$ cat config.mk
export PLATFORM = sky130hd
export DESIGN_NAME = clock_manager_phase_status
export DESIGN_NICKNAME = d
export VERILOG_FILES = /design/src/core/clock_manager_pkg.sv /design/src/core/clock_manager_phase_status.sv /design/src/core/stop_detector.sv
export SDC_FILE = /design/constraint.sdc
export NUM_CORES = 1
export LEC_CHECK = 0
export BUFFER_PORTS_ARGS = -buffer_cell sky130_fd_sc_hd__buf_4
export CAP_MARGIN = 10
export CORE_AREA = 2 2 142 144
export DETAILED_ROUTE_END_ITERATION = 12
export DIE_AREA = 0 0 144 146
export PLACE_DENSITY = 0.74
export SYNTH_ARGS = -nofsm -noshare
export SYNTH_HDL_FRONTEND = slang
export SYNTH_HIERARCHICAL = 1
export SYNTH_SLANG_ARGS = --single-unit
$ cat constraint.sdc
create_clock -name i_mclk -period 20.1 [get_ports i_mclk]
set_clock_uncertainty 0.2 [all_clocks]
set_input_delay 2.01 -clock i_mclk [delete_from_list [all_inputs] [get_ports i_mclk]]
set_output_delay 2.01 -clock i_mclk [all_outputs]
set_load 0.03 [all_outputs]
$ cat src/core/clock_manager_pkg.sv
// Constants, types and state enumerations of the clock manager
package clock_manager_pkg;

  localparam int MCLK_PERIOD_NS = 8;
  // Sync chain plus edge detect, in system clock cycles
  localparam int SYNC_LAT = 3;
  localparam int STOP_MIN_CYC = 257;
  localparam int STOP_MAX_CYC = 260;
  localparam logic [8:0] STOP_COUNT = 9'(STOP_MIN_CYC - SYNC_LAT);

  localparam logic [7:0] LOCK_START_EDGES = 8'h03;
  localparam logic [7:0] LOCK_EDGES = 8'h40;
  localparam logic [5:0] OVF_HOLD_EDGES = 6'h28;
  localparam logic [4:0] PS_LATENCY = 5'h10;
  localparam logic [1:0] SYNTH_HALF = 2'h2;

  localparam logic [7:0] PHASE_MAX = 8'hFF;
  localparam logic [7:0] PHASE_MIN = 8'h00;
  localparam logic [7:0] PHASE_RST = 8'h00;
  localparam logic [7:0] PERIOD_RST = 8'h00;
  localparam logic [15:0] STATUS_RST = 16'h0000;

  typedef struct packed {
    logic [7:0] phase_hi;
    logic [3:0] reserved;
    logic fb_stopped;
    logic synth_stopped;
    logic ref_stopped;
    logic overflow;
  } status_s;

  typedef struct packed {
    logic base_phase_out;
    logic quarter_phase_out;
    logic half_phase_out;
    logic double_rate_out;
    logic synth_clock_out;
  } clock_out_s;

  typedef enum logic [1:0] {
    LK_HOLD,
    LK_LOCKING,
    LK_LOCKED
  } lock_state_e;

  typedef enum logic [1:0] {
    PS_IDLE,
    PS_BUSY,
    PS_DONE_WAIT,
    PS_DONE
  } ps_state_e;

endpackage : clock_manager_pkg

$ cat src/core/clock_manager_phase_status.sv
// Clock manager: reset and lock, phase shifting and status word
module clock_manager_phase_status (
  input wire logic i_mclk,
  input wire logic i_rst_n,
  input wire logic i_ref_clock_in,
  input wire logic i_feedback_clock_in,
  input wire logic i_phase_step_clock,
  input wire logic i_phase_step_request,
  input wire logic i_phase_step_direction,
  input wire logic [7:0] i_fixed_shift,
  input wire logic i_synth_hold,
  input wire logic i_legacy_mode,
  input wire logic i_reconfig_load,
  input wire logic [7:0] i_reconfig_phase,
  output clock_manager_pkg::clock_out_s o_clocks,
  output logic o_lock_done,
  output logic o_phase_step_done,
  output clock_manager_pkg::status_s o_status
);

  ////////////////////////////////////////////////////////////////////////////
  // Synchronisers for everything arriving from outside the system clock
  logic [1:0] ref_sync, fb_sync, psc_sync, req_sync, dir_sync;
  logic ref_d, psc_d, req_d, dir_d;

  always_ff @(posedge i_mclk or negedge i_rst_n) begin
    if (!i_rst_n) begin
      ref_sync <= 2'h0;
      fb_sync <= 2'h0;
      psc_sync <= 2'h0;
      req_sync <= 2'h0;
      dir_sync <= 2'h0;
      ref_d <= 1'b0;
      psc_d <= 1'b0;
      req_d <= 1'b0;
      dir_d <= 1'b0;
    end else begin
      ref_sync <= {ref_sync[0], i_ref_clock_in};
      fb_sync <= {fb_sync[0], i_feedback_clock_in};
      psc_sync <= {psc_sync[0], i_phase_step_clock};
      req_sync <= {req_sync[0], i_phase_step_request};
      dir_sync <= {dir_sync[0], i_phase_step_direction};
      ref_d <= ref_sync[1];
      psc_d <= psc_sync[1];
      req_d <= req_sync[1];
      dir_d <= dir_sync[1];
    end
  end

  wire ref_rise = ref_sync[1] && !ref_d;
  // Request and direction as they stood just before the step clock edge
  wire ps_rise = psc_sync[1] && !psc_d;

  ////////////////////////////////////////////////////////////////////////////
  // Stop detection
  logic ref_stopped, fb_stopped, synth_stopped;
  logic [8:0] ref_quiet, fb_quiet, synth_quiet;

  stop_detector u_ref_stop (
    .i_mclk(i_mclk),
    .i_rst_n(i_rst_n),
    .i_level(ref_sync[1]),
    .o_stopped(ref_stopped),
    .o_quiet_count(ref_quiet)
  );

  stop_detector u_fb_stop (
    .i_mclk(i_mclk),
    .i_rst_n(i_rst_n),
    .i_level(fb_sync[1]),
    .o_stopped(fb_stopped),
    .o_quiet_count(fb_quiet)
  );

  stop_detector u_synth_stop (
    .i_mclk(i_mclk),
    .i_rst_n(i_rst_n),
    .i_level(o_clocks.synth_clock_out),
    .o_stopped(synth_stopped),
    .o_quiet_count(synth_quiet)
  );

  ////////////////////////////////////////////////////////////////////////////
  // Lock sequence and reference period measurement
  clock_manager_pkg::lock_state_e lock_state;
  logic [7:0] lock_cnt, per_cnt, period, phase;
  wire lock_cnt_hit = (lock_state == clock_manager_pkg::LK_HOLD) ?
      (lock_cnt == clock_manager_pkg::LOCK_START_EDGES) :
      (lock_cnt == clock_manager_pkg::LOCK_EDGES);
  wire locked = lock_state == clock_manager_pkg::LK_LOCKED;

  always_ff @(posedge i_mclk or negedge i_rst_n) begin
    if (!i_rst_n) begin
      lock_state <= clock_manager_pkg::LK_HOLD;
      lock_cnt <= 8'h00;
    end else begin
      unique case (lock_state)
        clock_manager_pkg::LK_HOLD, clock_manager_pkg::LK_LOCKING: begin
          if (lock_cnt_hit) begin
            lock_cnt <= 8'h00;
            lock_state <= (lock_state == clock_manager_pkg::LK_HOLD) ?
                clock_manager_pkg::LK_LOCKING : clock_manager_pkg::LK_LOCKED;
          end else if (ref_rise) begin
            lock_cnt <= lock_cnt + 8'h01;
          end
        end
        clock_manager_pkg::LK_LOCKED: begin
          // A lost reference forces a fresh lock
          if (ref_stopped) begin
            lock_state <= clock_manager_pkg::LK_LOCKING;
          end
        end
      endcase
    end
  end

  always_ff @(posedge i_mclk or negedge i_rst_n) begin
    if (!i_rst_n) begin
      per_cnt <= 8'h00;
      period <= clock_manager_pkg::PERIOD_RST;
    end else if (ref_rise) begin
      per_cnt <= 8'h00;
      period <= per_cnt + 8'h01;
    end else if (per_cnt != 8'hFF) begin
      per_cnt <= per_cnt + 8'h01;
    end
  end

  ////////////////////////////////////////////////////////////////////////////
  // Output clock synthesis from phase position within the reference period
  wire [15:0] shift_prod = period * phase;
  wire [7:0] shift_cyc = shift_prod[15:8];
  wire [7:0] half_per = {1'b0, period[7:1]};
  wire [7:0] quarter_per = {2'b00, period[7:2]};
  wire [8:0] pos_sum = {1'b0, per_cnt} + {1'b0, shift_cyc};
  wire [8:0] pos_wrap = pos_sum - {1'b0, period};
  wire [7:0] pos = (pos_sum >= {1'b0, period}) ? pos_wrap[7:0] : pos_sum[7:0];
  wire [7:0] pos_q = (pos >= quarter_per) ? pos - quarter_per :
      8'(pos + period - quarter_per);
  wire [7:0] pos_d = (pos >= half_per) ? pos - half_per : pos;
  wire next_base = pos < half_per;
  wire next_quarter = pos_q < half_per;
  wire next_double = pos_d < quarter_per;
  logic [1:0] synth_cnt;
  wire synth_flip = synth_cnt == clock_manager_pkg::SYNTH_HALF - 2'h1;

  always_ff @(posedge i_mclk or negedge i_rst_n) begin
    if (!i_rst_n) begin
      o_clocks <= '0;
      synth_cnt <= 2'h0;
    end else begin
      o_clocks.base_phase_out <= locked && next_base;
      o_clocks.quarter_phase_out <= locked && next_quarter;
      o_clocks.half_phase_out <= locked && !next_base;
      o_clocks.double_rate_out <= locked && next_double;
      synth_cnt <= synth_flip ? 2'h0 : synth_cnt + 2'h1;
      if (!locked) begin
        o_clocks.synth_clock_out <= 1'b0;
      end else if (synth_flip && !i_synth_hold) begin
        o_clocks.synth_clock_out <= !o_clocks.synth_clock_out;
      end
    end
  end

  assign o_lock_done = locked;

  ////////////////////////////////////////////////////////////////////////////
  // Variable phase step handshake
  clock_manager_pkg::ps_state_e ps_state;
  logic [4:0] ps_lat;
  logic step_dir, step_ovf;
  wire ps_idle = ps_state == clock_manager_pkg::PS_IDLE;
  wire step_take = ps_idle && ps_rise && req_d;
  wire at_limit = dir_d ? (phase == clock_manager_pkg::PHASE_MAX) :
      (phase == clock_manager_pkg::PHASE_MIN);
  wire step_apply = (ps_state == clock_manager_pkg::PS_BUSY) &&
      (ps_lat == clock_manager_pkg::PS_LATENCY);
  wire reconf_load = ps_idle && i_reconfig_load && !i_legacy_mode;
  wire ovf_set = step_take && at_limit;
  logic lock_start_d;
  wire strap_take = (lock_state == clock_manager_pkg::LK_HOLD) &&
      !lock_start_d;

  always_ff @(posedge i_mclk or negedge i_rst_n) begin
    if (!i_rst_n) begin
      ps_state <= clock_manager_pkg::PS_IDLE;
      ps_lat <= 5'h00;
      step_dir <= 1'b0;
      step_ovf <= 1'b0;
      o_phase_step_done <= 1'b0;
    end else begin
      unique case (ps_state)
        clock_manager_pkg::PS_IDLE: begin
          if (step_take) begin
            step_dir <= dir_d;
            step_ovf <= at_limit;
            ps_lat <= 5'h00;
            ps_state <= clock_manager_pkg::PS_BUSY;
          end
        end
        clock_manager_pkg::PS_BUSY: begin
          ps_lat <= ps_lat + 5'h01;
          if (step_apply) begin
            ps_state <= clock_manager_pkg::PS_DONE_WAIT;
          end
        end
        clock_manager_pkg::PS_DONE_WAIT: begin
          if (ps_rise) begin
            o_phase_step_done <= 1'b1;
            ps_state <= clock_manager_pkg::PS_DONE;
          end
        end
        clock_manager_pkg::PS_DONE: begin
          if (ps_rise) begin
            o_phase_step_done <= 1'b0;
            ps_state <= clock_manager_pkg::PS_IDLE;
          end
        end
      endcase
    end
  end

  // Fixed shift is a strap, caught once after reset release
  always_ff @(posedge i_mclk or negedge i_rst_n) begin
    if (!i_rst_n) begin
      phase <= clock_manager_pkg::PHASE_RST;
      lock_start_d <= 1'b0;
    end else begin
      lock_start_d <= 1'b1;
      if (strap_take) begin
        phase <= i_fixed_shift;
      end else if (step_apply && !step_ovf) begin
        phase <= step_dir ? phase + 8'h01 : phase - 8'h01;
      end else if (reconf_load) begin
        phase <= i_reconfig_phase;
      end
    end
  end

  ////////////////////////////////////////////////////////////////////////////
  // Overflow flag with minimum hold, counted in reference edges
  logic ovf;
  logic [5:0] ovf_cnt;
  wire ovf_expire = ref_rise &&
      (ovf_cnt == clock_manager_pkg::OVF_HOLD_EDGES - 6'h01);

  always_ff @(posedge i_mclk or negedge i_rst_n) begin
    if (!i_rst_n) begin
      ovf <= 1'b0;
      ovf_cnt <= 6'h00;
    end else if (ovf_set) begin
      ovf <= 1'b1;
      ovf_cnt <= 6'h00;
    end else if (ovf && ref_rise) begin
      ovf_cnt <= ovf_cnt + 6'h01;
      ovf <= !ovf_expire;
    end
  end

  ////////////////////////////////////////////////////////////////////////////
  // Status word
  clock_manager_pkg::status_s next_status;
  assign next_status.phase_hi = i_legacy_mode ? 8'h00 : phase;
  assign next_status.reserved = 4'h0;
  assign next_status.fb_stopped = fb_stopped;
  assign next_status.synth_stopped = synth_stopped;
  assign next_status.ref_stopped = ref_stopped;
  assign next_status.overflow = ovf;

  always_ff @(posedge i_mclk or negedge i_rst_n) begin
    if (!i_rst_n) begin
      o_status <= clock_manager_pkg::STATUS_RST;
    end else begin
      o_status <= next_status;
    end
  end
endmodule : clock_manager_phase_status

$ cat src/core/stop_detector.sv
// Watches a synchronised clock level and flags when it stops toggling
module stop_detector (
  input wire logic i_mclk,
  input wire logic i_rst_n,
  input wire logic i_level,
  output logic o_stopped,
  output logic [8:0] o_quiet_count
);

  logic prev;
  wire toggle = i_level != prev;
  wire at_limit = o_quiet_count == clock_manager_pkg::STOP_COUNT;

  always_ff @(posedge i_mclk or negedge i_rst_n) begin
    if (!i_rst_n) begin
      prev <= 1'b0;
      o_quiet_count <= 9'h000;
      o_stopped <= 1'b0;
    end else begin
      prev <= i_level;
      // Counter saturates so a long stall never wraps and clears the flag
      if (toggle) begin
        o_quiet_count <= 9'h000;
      end else if (!at_limit) begin
        o_quiet_count <= o_quiet_count + 9'h001;
      end
      o_stopped <= !toggle && (at_limit || o_stopped);
    end
  end

endmodule : stop_detector

Yosys cells after proc, flatten, opt, wreduce, memory -nomap -nowiden
Cells that the tools add are included.
{"block": "totals", "elab_cells": 184, "reg_bits": 117, "input_bits": 26, "out_inout_bits": 23}
{"block": "classes", "order_cmp": 6, "n_mul": 1, "n_eq_ne": 28, "muxes": 41, "reduce_logical": 51, "addsub": 16}
{"op": "8-bit two-way mux", "count": 12}
{"op": "9-bit two-way mux", "count": 6}
{"op": "9-bit by 1-bit adder with 9-bit output, second input constant", "count": 3}
{"op": "9-bit by 8-bit equality test with 1-bit output, second input constant", "count": 3}
{"op": "8-bit by 1-bit adder with 8-bit output, second input constant", "count": 3}
{"op": "1-bit logical AND", "count": 20}
{"op": "8-bit by 7-bit less-than comparator with 1-bit output", "count": 2}
{"op": "8-bit by 8-bit multiplier with 16-bit output", "count": 1}
{"op": "2-bit two-way mux", "count": 8}
{"op": "8-bit by 6-bit subtractor with 8-bit output", "count": 2}
{"op": "1-bit logical NOT", "count": 12}
{"op": "6-bit two-way mux", "count": 2}
{"op": "2-bit by 1-bit != test with 1-bit output, second input constant", "count": 6}
{"op": "5-bit one-hot mux with 2 select lines", "count": 1}
{"op": "2-bit nonzero test", "count": 5}
{"op": "8-bit by 8-bit adder with 9-bit output", "count": 1}
{"op": "9-bit by 8-bit greater-or-equal comparator with 1-bit output", "count": 1}
{"op": "8-bit adder", "count": 1}
{"op": "8-bit by 2-bit equality test with 1-bit output, second input constant", "count": 1}
{"op": "8-bit by 7-bit equality test with 1-bit output, second input constant", "count": 1}
{"op": "8-bit equality test, second input constant", "count": 1}
{"op": "8-bit by 6-bit greater-or-equal comparator with 1-bit output", "count": 1}
{"op": "8-bit by 7-bit greater-or-equal comparator with 1-bit output", "count": 1}
{"op": "8-bit logical NOT", "count": 1}
{"op": "other kinds (26)", "count": 48}

Longest topological paths before layout
{"block": "depth", "ltp_word": 9, "mapped_depth": 50, "depth_no_buf": 48}

Hierarchy
The synthesis kept the hierarchy.
{"mod": "clock_manager_phase_status", "area_each_um2": 7848.8, "instances": 1, "cells_per_inst": 864}
{"mod": "stop_detector", "area_each_um2": 571.8, "instances": 3, "cells_per_inst": 56}

Worst setup path after synthesis
Ideal clock, no wire load.
{"block": "synth_timing", "kind": "register to register", "from": "register period[2]", "to": "register o_clocks[3] (netlist name)", "setup_ns": 0.082, "stages_incl_launch_ff": 44, "path_slack_ns": 10.259, "arrival_time_ns": 9.559, "period_less_slack_ns": 9.841, "t_required_ns": 19.818, "cell_sequence": "dfrtp_1 > buf_1 > and2_1 > fa_1 > fa_1 > fa_1 > inv_1 > fa_1 > inv_1 > ha_1 > or3_1 > or3_1 > and3_1 > or2_1 > xor2_1 > ha_1 > a21oi_1 > o21ai_1 > (+8 left out) > inv_1 > fa_1 > a21oi_1 > nor2b_1 > o21a_1 > o32a_1 > or3_1 > buf_6 > nor2_1 > a21oi_1 > ha_1 > a21oi_1 > nor2b_1 > o21ai_0 > nand2b_1 > a211oi_1 > nand4_1 > a31oi_1"}
{"block": "synth_via", "elab_chain_cells": 9, "word_cells_on_any_way": 12, "classes_between": "add/sub (5); mul (1); order compare (3); mux (2); reduce/logical (1)"}
{"item": "from (decl)", "line_no": "clock_manager_phase_status.sv:86", "source": "logic [7:0] lock_cnt, per_cnt, period, phase;"}
{"item": "from (signal assigned)", "line_no": "clock_manager_phase_status.sv:120", "source": "period <= clock_manager_pkg::PERIOD_RST;"}
{"item": "from (signal assigned)", "line_no": "clock_manager_phase_status.sv:123", "source": "period <= per_cnt + 8'h01;"}
{"item": "8-bit by 8-bit multiplier with 16-bit output", "line_no": "clock_manager_phase_status.sv:131", "source": "wire [15:0] shift_prod = period * phase;"}
{"item": "8-bit by 8-bit adder with 9-bit output", "line_no": "clock_manager_phase_status.sv:135", "source": "wire [8:0] pos_sum = {1'b0, per_cnt} + {1'b0, shift_cyc};"}
{"item": "8-bit subtractor or 9-bit by 8-bit greater-or-equal comparator with 1-bit output (tied branches)", "line_no": "clock_manager_phase_status.sv:136, clock_manager_phase_status.sv:137"}
{"item": "8-bit two-way mux", "line_no": "clock_manager_phase_status.sv:137", "source": "wire [7:0] pos = (pos_sum >= {1'b0, period}) ? pos_wrap[7:0] : pos_sum[7:0];"}
{"item": "8-bit adder", "line_no": "clock_manager_phase_status.sv:139", "source": "8'(pos + period - quarter_per);"}
{"item": "8-bit by 6-bit subtractor with 8-bit output", "line_no": "clock_manager_phase_status.sv:139"}
{"item": "8-bit two-way mux", "line_no": "clock_manager_phase_status.sv:138", "source": "wire [7:0] pos_q = (pos >= quarter_per) ? pos - quarter_per :"}
{"item": "8-bit by 7-bit less-than comparator with 1-bit output *", "line_no": "clock_manager_phase_status.sv:142", "source": "wire next_quarter = pos_q < half_per;"}
{"item": "1-bit logical AND *", "line_no": "clock_manager_phase_status.sv:153", "source": "o_clocks.quarter_phase_out <= locked && next_quarter;"}
{"item": "to (decl)", "line_no": "clock_manager_phase_status.sv:15", "source": "output clock_manager_pkg::clock_out_s o_clocks,"}
Every way passes the cells marked *; elsewhere a longest branch is shown, timed or not.
A chain may end at the register's enable or synchronous reset.

Worst setup path after layout
{"block": "layout_timing", "from": "register period[4]", "to": "register o_clocks[3] (netlist name)"}
Same word-level chain as after synthesis.

==> impl_metrics.py <==
metrics = {
    "clocking": {
        "post_cts_buffers": 0,
        "cts_sinks": 118,
        "numCtsBuffers": 17,
        "htree_levels": 4,
        "ctsHoldBuffers": 0,
        "cts.path.max_buffers": 2,
        "insertion_delay_ns": 0.43,
        "clk_pin_slew_worst_paths_ns": 0.06,
        "cts_tree": "built",
        "postCtsResizedCells": 0,
        "clockRootBuffer": "clkbuf_16",
    },
    "yosys": {
        "synth.top_cell.area_share_pct": 30.87,
        "yosysSeqAreaShare_pct": 30.87,
        "yosysWarnings": 6,
        "synth_mux_area_share_pct": 2.054,
        "syn_area_mm2": 0.009564,
        "synth_most_common_cell": "dfrtp_1",
        "synth_cell_types": 73,
        "synthTopCellsByArea": "dfrtp_1 31%, ha_1 14%, fa_1 9.6%",
        "synth-simple-area-share_pct": 19.47,
        "synth_top_flop_cell": "dfrtp_1",
        "synthTopCellsByCount": "118 x dfrtp_1, 104 x ha_1, 98 x inv_1",
        "synth_edf_count": 0,
        "synth_top_family_by_area": "adder cells",
        "synth_fa_ha_area_share_pct": 23.23,
        "synthXorXnorAreaFrac_pct": 5.678,
        "synth-compound-area-share_pct": 13.62,
        "synth_seq_cells": 118,
        "yosys.area.top_type": "dfrtp_1",
        "netlist_instances": 1032,
        "syn_avg_cell_area_um2": 9.268,
        "synthArstFlopShare_pct": 100.0,
    },
    "routing": {
        "wire_per_inst_um": 14.67,
        "postRouteAntennaNets": 0,
        "routed_wl_um": 19880,
        "drc_errors": 0,
        "vias_per_cell": 5.505,
        "drt_iter0_markers": 382,
        "vias": 7459,
        "drt-pass1-iter-count": 7,
    },
    "timing": {
        "tightestPinTransition_ns": 0.9539,
        "period_share_pct": 54.82,
        "finalSetupTns_ns": 0,
        "period_needed_ns": 11.02,
        "hold_viol_final": 0,
        "rsz0062_at_grt": "no",
        "clock.fmax_mhz": 90.75,
        "setup_violations": 0,
        "maxSlewHeadroom_pct": 35.87,
        "slew_violations": 0,
    },
    "run_status": {
        "status": "completed",
    },
    "finish": {
        "num-nets-final": 1253,
        "layout-drive-gt1-share_pct": 9.266,
        "final_cells": 1355,
        "num_antenna_cells": 0,
        "area_growth_pct": 12.35,
        "final_area_mm2": 0.01075,
        "final_util_pct": 55.57,
    },
    "global_route": {
        "grtUsageTotal_pct": 20.16,
        "grt_pass1_vias": 7247,
        "grt_max_degree": 65,
        "antenna_found_initial": 0,
        "grt_overflow": 0,
        "grt_pass1_wl_um": 34040,
    },
    "die": {
        "dieArea_mm2": 0.02102,
        "die_h_um": 146,
        "io_pins": 49,
        "initial_utilization_pct": 49.47,
        "core_area_mm2": 0.01933,
        "die_x_um": 144,
        "rows": 51,
    },
    "placed_design": {
        "dp.final_hpwl_um": 14550,
        "dp_cells": 1323,
        "placed_area_mm2": 0.01014,
        "port_buffers": 44,
        "gp_congestion": 0.8692,
    },
    "critical_path": {
        "crit_type": "reg2reg",
        "cp_max_fo": 12,
        "cpMostUsedCell": "fa_1",
        "cpPeakStageDelay_ns": 0.70,
        "cp.required_ns": 20.24,
        "cp-end-kind": "flop",
        "crit_slowest_cell": "dfrtp_1",
        "cp.arrival_ns": 11.16,
        "start_kind": "flop",
    },
    "hold_path": {
        "hold_class": "reg2reg",
    },
    "job": {
        "cap_violations": 0,
    },
}
==> cell type report <==
class,instances,area [um2]
Fill cell,1706,8589
Multi-Input combinational cell,796,6145
Sequential cell,118,2953
Clock buffer,18,439.2
Inverter,98,367.9
Timing Repair Buffer,46,345.3
Tap cell,265,331.6
Clock inverter,14,163.9
==> flip-flops by register name (all words and copies together) (netlist names), 5 cells and up <==
| register | flops |
|---|---|
| o_status | 12 |
| u_fb_stop/o_quiet_count | 9 |
| u_ref_stop/o_quiet_count | 9 |
| u_synth_stop/o_quiet_count | 9 |
| lock_cnt | 8 |
| per_cnt | 8 |
| period | 8 |
| phase | 8 |
| ovf_cnt | 6 |
| o_clocks | 5 |
| ps_lat | 5 |
==> cell families after synthesis <==
logic type               count (synthesis)
multiplexers                            18
XOR/XNOR                                62
buffers and inverters                  121
flip-flops                             118
AND/OR/NAND/NOR                        357
AO/OA/AOI/OAI                          204
other                                    2
adder cells (fa/ha/maj)                150
==> per-stage QoR <==
| stage | setup WS (ns) | hold slack, ns |
|---|---|---|
| floorplan | 10.26 | 0.1312 |
| global placement | 9.401 | 0.1321 |
| detailed placement | 9.253 | 0.1355 |
| CTS | 9.191 | 0.1515 |
| global route | 8.360 | 0.1574 |
| finish | 9.081 | 0.1505 |
==> per-layer routing <==
layer | track usage, % | wire length (um) | part of all wire (%)
met1 | 26.18 | 9039 | 45
met2 | 33.33 | 9834 | 49
met3 | 4.837 | 739 | 3.7
met4 | 5.980 | 269 | 1.4
met5 | 0 | 0 | 0
==> cell usage in the layout, fill, tap and decap left out, types with 7 or more instances in the layout <==
cell type	Yosys	final
dfrtp_1	118	118
ha_1	104	104
inv_1	98	98
nand2_1	94	94
o21ai_0	63	63
nor2_1	61	61
and2_1	52	52
a21oi_1	48	48
fa_1	46	46
buf_4	4	46
nand3_1	41	41
xnor2_1	41	41
xor2_1	21	21
nor2b_1	19	19
clkbuf_16	0	17
and3_1	15	15
a211oi_1	13	13
a21o_1	13	13
nor3_1	13	13
nand2b_1	12	12
nand4_1	11	11
mux2i_1	11	11
a31oi_1	11	11
o21a_1	8	8
or3_1	7	7
==> final timing paths <==
path | startpoint | endpoint | slack, ns | depth (start not counted)
worst min-delay path | req_sync[1] | req_d | 0.15 | 0
worst max register to register | period[4] | o_clocks[3] | 9.08 | 42
worst max-delay path | period[4] | o_clocks[3] | 9.08 | 42
min in group asynchronous | i_rst_n | u_fb_stop/o_quiet_count[4] | 1.42 | 1
max in group asynchronous | i_rst_n | per_cnt[2] | 17.02 | 2
worst min register to register | req_sync[1] | req_d | 0.15 | 0
==> worst max-delay path, delay by kind of cell (launching register included) <==
| kind | cells | cell delay (ns) |
|---|---|---|
| compound gates | 13 | 2.81 |
| xor+xnor | 2 | 0.29 |
| fa+ha+maj | 9 | 3.68 |
| buf+inv | 3 | 0.34 |
| flops | 1 | 0.70 |
| simple gates | 15 | 2.88 |
Power is not shown: default switching activity piles up to over one toggle a cycle in this logic, so the estimate is an artifact.
